===== config.mk =====
export PLATFORM = sky130hd
export DESIGN_NAME = itm_addr_extra
export DESIGN_NICKNAME = d
export VERILOG_FILES = /design/src/verilog/itm_pkg.sv /design/src/verilog/itm_addr_extra.sv
export SDC_FILE = /design/constraint.sdc
export NUM_CORES = 1
export LEC_CHECK = 0
export BUFFER_PORTS_ARGS = -buffer_cell sky130_fd_sc_hd__buf_2
export CAP_MARGIN = 20
export CORE_AREA = 2 2 39 41
export DETAILED_ROUTE_END_ITERATION = 12
export DIE_AREA = 0 0 41 43
export GPL_TIMING_DRIVEN = 0
export MAX_ROUTING_LAYER = met4
export PLACE_DENSITY = 0.68
export SLEW_MARGIN = 20
export SYNTH_ARGS = -nofsm -noshare
export SYNTH_HDL_FRONTEND = slang
export SYNTH_SLANG_ARGS = --single-unit

===== constraint.sdc =====
create_clock -name vclk -period 2.55
set_clock_uncertainty 0.2 [all_clocks]
set_input_delay 0 -clock vclk [all_inputs]
set_output_delay 0 -clock vclk [all_outputs]
set_load 0.02 [all_outputs]

===== src/verilog/itm_pkg.sv =====
// constants for the instruction execution time model
// How it works
// - stop-on-address mode adds 7.8 us to every instruction
// - address-generating instructions add an addressing extra time to base time
// - register/storage extra: mode 00 2.0, 01 2.6, 10 2.6/3.2, 11 3.2/6.2 us
// - storage/storage extra from sixteen-entry table, 3.6 us up to 8.8 us
// - first mode 11, second mode 00/01, first base field 00: add 0.2 us
// - storage/storage: add 1.6 us per operand with mode 11 and nonzero base
// - first operand mode is first table index, second operand mode second index
// - flagged instructions take 0.6 us longer when mode field is 01
// - flagged count instructions take 5.4 us total when start count is zero
// - byte-field compare takes 8.4 us plus 7.8 us per element of start count
// - interruptible instructions let an interrupt end execution partway
// - word compare with odd second operand address takes 7.8 us
// - i/o operate takes 9.1/9.7 us minimum, 28.9/29.5 us maximum
package itm_pkg;
  // times are kept in units of 0.1 us
  localparam int unsigned CLK_MHZ = 20;
  localparam int unsigned CYC_PER_TENTH = CLK_MHZ / 10;
  localparam logic [11:0] T_STOP_ADDR = 12'd78;
  localparam logic [11:0] T_AM01_ADJ = 12'd6;
  localparam logic [11:0] T_ZERO_CNT = 12'd54;
  localparam logic [11:0] T_CMP_BASE = 12'd84;
  localparam logic [11:0] T_CMP_ELEM = 12'd78;
  localparam logic [11:0] T_ODD_CW = 12'd78;
  localparam logic [11:0] T_RB1_ADD = 12'd2;
  localparam logic [11:0] T_RB_ADD = 12'd16;
  localparam logic [11:0] T_IO_MIN = 12'd91;
  localparam logic [11:0] T_IO_MIN_IND = 12'd97;
  localparam logic [11:0] T_IO_MAX = 12'd289;
  localparam logic [11:0] T_IO_MAX_IND = 12'd295;
  localparam logic [11:0] T_RS_00 = 12'd20;
  localparam logic [11:0] T_RS_01 = 12'd26;
  localparam logic [11:0] T_RS_10Z = 12'd26;
  localparam logic [11:0] T_RS_10N = 12'd32;
  localparam logic [11:0] T_RS_11Z = 12'd32;
  localparam logic [11:0] T_RS_11N = 12'd62;
  localparam logic [15:0][11:0] T_SS_TABLE = {
    12'd88, 12'd80, 12'd68, 12'd62,
    12'd80, 12'd72, 12'd60, 12'd54,
    12'd68, 12'd60, 12'd48, 12'd42,
    12'd62, 12'd54, 12'd42, 12'd36};
  typedef enum logic [1:0] {ITM_PLAIN, ITM_REGSTORE, ITM_STORSTORE, ITM_IOOP} itm_class_type;
  typedef enum logic [1:0] {ITM_NORMAL, ITM_ZERO_NOTE, ITM_FIELD_CMP, ITM_ODD_CW} itm_kind_type;
endpackage


===== src/verilog/itm_addr_extra.sv =====
// addressing-mode extra time for one instruction
`timescale 1ns/1ps
module itm_addr_extra
(
  input  wire logic [1:0]  i_addr_mode_field,
  input  wire logic [1:0]  i_base_reg_field,
  input  wire logic [1:0]  i_second_operand_mode,
  input  wire logic [1:0]  i_second_base_field,
  input  wire logic        i_storstore,
  output logic      [11:0] o_extra
);
  logic [11:0] regstore_extra_time;
  logic [11:0] ss_time;
  logic [11:0] ss_rb1;
  logic [11:0] ss_rb_1;
  logic [11:0] ss_rb_2;
  logic        rb_zero;
  logic [3:0]  ss_idx;
  assign rb_zero = (i_base_reg_field == 2'h0);
  assign regstore_extra_time = (i_addr_mode_field == 2'h0) ? itm_pkg::T_RS_00 :
                               (i_addr_mode_field == 2'h1) ? itm_pkg::T_RS_01 :
                               (i_addr_mode_field == 2'h2) ? (rb_zero ? itm_pkg::T_RS_10Z : itm_pkg::T_RS_10N) :
                               (rb_zero ? itm_pkg::T_RS_11Z : itm_pkg::T_RS_11N);
  assign ss_idx  = {i_addr_mode_field, i_second_operand_mode};
  assign ss_time = itm_pkg::T_SS_TABLE[ss_idx];
  assign ss_rb1  = (i_addr_mode_field == 2'h3 && !i_second_operand_mode[1] && rb_zero)
                   ? itm_pkg::T_RB1_ADD : 12'h0;
  assign ss_rb_1 = (i_addr_mode_field == 2'h3 && !rb_zero) ? itm_pkg::T_RB_ADD : 12'h0;
  assign ss_rb_2 = (i_second_operand_mode == 2'h3 && i_second_base_field != 2'h0) ? itm_pkg::T_RB_ADD : 12'h0;
  assign o_extra = i_storstore ? (ss_time + ss_rb1 + ss_rb_1 + ss_rb_2) : regstore_extra_time;
endmodule


==> flow_summary.toml <==
[finish]
num-nets-final = 119
regArea_um2 = 0
seq_cells = 0
syn2layout_area_growth_pct = 31.4
diodes = 0
n_clock_buffer = 0
drive_above_1_share = 0.358
layout.cells.non_filler = 111

[global_routing]
grt_max_degree = 11
antenna_found_initial = 0
grt_overflow = 0
grt_pass1_vias = 451
grt_pass1_wl_mm = 1.81
track_usage = 0.138

[logic_synthesis]
synth_top_area_frac = 0.281
yosys.area_share.simple = 0.206
synth_top_family_by_area = "adder cells"
seq_area_frac_synth = 0
synth_compound_area_frac = 0.171
yosysTopAreaCell = "ha_1"
synthTopCellsByArea = "ha_1 (28%), buf_4 (7.0%), inv_1 (5.6%)"
synth_cell_type_count = 26
postSynthAreaPerCell_um2 = 7.22
synth_cells = 74
synth_xor_area_frac = 0.0656
syn_area_um2 = 534
synth_fa_ha_area_frac = 0.319
muxShareOfSynthArea = 0.0796
ys.warnings.count = 0

[power]
power_frac_comb = 1.000
p_int_mw = 0.0647
power.clock.fraction = 0
power_frac_seq = 0
swShare = 0.554
p_leak_nw = 0.358
p_sw_mw = 0.0804
cellPowerDensity_mw_per_mm2 = 207
irDropWorstVdd_v = 0.0000779

[floorplan]
core_mm2 = 0.00138
start_util = 0.386
ios = 21
die_h_um = 43
fp-row-count = 14
die_area_mm2 = 0.00176
chipWidth_um = 41

[routing]
dr_wl_met3_um = 51
drt-total-wl_mm = 1.15
wl_met1_um = 514
num_vias = 530
vias_per_cell = 4.77
wl_met2_um = 579
postRouteAntennaNets = 0
dr.pass1.iters = 4
highest_layer = "met3"
post_drt_wl_per_cell_um = 10.3
drtIter0Drc = 5
drc = 0

[setup_path]
crit_path_max_fanout = 8
end_kind = "output port"
crit_chain = "buf_4, inv_4, ha_2, inv_1, mux4_2, fa_2, nand3b_1, mux2i_2, xnor2_1, a21oi_1, buf_4"
crit_path_top_delay_cell = "fa_2"
cp.required_ns = 2.35
critPathArrivalTime_ns = 2.28
cp-start-kind = "input port"
slowest_delay_ns = 0.63
crit_top_cell = "buf_4"
path_buf_inv = 4
critPathLaunch = "i_second_operand_mode[1]"
crit_type = "in2out"
crit_family = "adder cells"

[placement]
place_congestion = 0.775
port_buffers = 15
post-dp-hpwl_um = 924
dp_cells = 109

[timing]
drv_slew = 0
setup_tns_ns = 0
setup_violations = 0
fin_hold_ws_ns = 0.265
hold_viol = 0
layout_worst_path_cycle_share = 0.974
timing.fmax_mhz = 403
min_period_ns = 2.48

[min_path]
hold_path_class = "in2out"
min_from = "i_storstore"

[clock_tree]
cts_hold_buffers = 0

[outcome]
status = "complete, no violations"

[job]
max_cap_viol_count = 0
-- cell usage in the layout (no fill, tap or decap), types with 2 or more instances in the layout --
cell type,synthesis,layout
a21oi_1,5,5
ha_1,12,10
inv_4,0,2
nor2b_1,4,4
nor3b_1,2,2
buf_4,5,9
nand2_1,7,7
inv_1,8,6
conb_1,1,5
o21ai_0,4,3
a21o_1,2,2
buf_2,2,15
nor2_1,4,4
xnor2_1,3,3
-- Yosys cell counts (2+ instances only) --
master / instances
mux2i_1: 2
nor2b_1: 4
buf_2: 2
nand3_1: 2
xnor2_1: 3
buf_4: 5
ha_1: 12
nor3b_1: 2
nand2_1: 7
inv_1: 8
nor2_1: 4
o21ai_0: 4
a21o_1: 2
a21oi_1: 5
-- metrics by stage --
stage | instance area [um^2] | power (mW) | utilization | setup slack (ns)
6_report | 702 | 0.145 | 0.507 | 0.0675
4_1_cts | 661 | 0.136 | 0.477 | 0.0185
5_1_grt | 702 | 0.160 | 0.507 | -0.0159
2_1_floorplan | 549 | 0.0954 | - | 0.0260
3_3_place_gp | 644 | 0.127 | 0.466 | -0.0781
3_5_place_dp | 644 | 0.128 | 0.466 | -0.126
-- power groups by stage --
stage | sequential, mW | clock (mW) | combinational (mW)
after floorplan | 0 | 0 | 0.0954
after global placement | 0 | 0 | 0.127
after detailed placement | 0 | 0 | 0.128
after CTS | 0 | 0 | 0.136
after global routing | 0 | 0 | 0.160
final | 0 | 0 | 0.145
-- final cells by class --
cell class | count | area, um^2
Buffer | 8 | 51.3
Fill cell | 139 | 682
Inverter | 8 | 35.0
Multi-Input combinational cell | 62 | 500
Tap cell | 16 | 20.0
Timing Repair Buffer | 17 | 95.1
-- layer usage --
metal  global-route usage  vias up
li1                     -      284
met1                0.188      233
met2                0.238       13
met3                    0        0
met4                    0        0
met5                    -        -
-- logic make-up (layout without fill, tap and decap cells) --
family,after synthesis,count (layout)
adder cells (fa/ha/maj),13,13
buffers and inverters,16,33
AO/OA/AOI/OAI,15,15
XOR/XNOR,4,4
other,1,5
multiplexers,3,3
AND/OR/NAND/NOR,22,22
-- what timing repair did --
| item | CTS | global route |
|---|---|---|
| endpoints found under the setup margin | 3 | 3 |
| hold endpoints to repair | 0 | 0 |
| pin swaps | 1 | 4 |
| buffers inserted | 1 | 1 |
| resized for setup | 2 | 12 |
-- worst min-delay path, cell delays in order --
cell and delay [ns]:
buf_2 0.11, nor3b_1 0.06, a21o_1 0.14, buf_2 0.15
-- path summary, 6_finish.rpt --
kind / cells after the start / end
worst max-delay path: 11 / o_extra[5]
worst min-delay path: 4 / o_extra[1]
(Power assumes the default switching activity.)
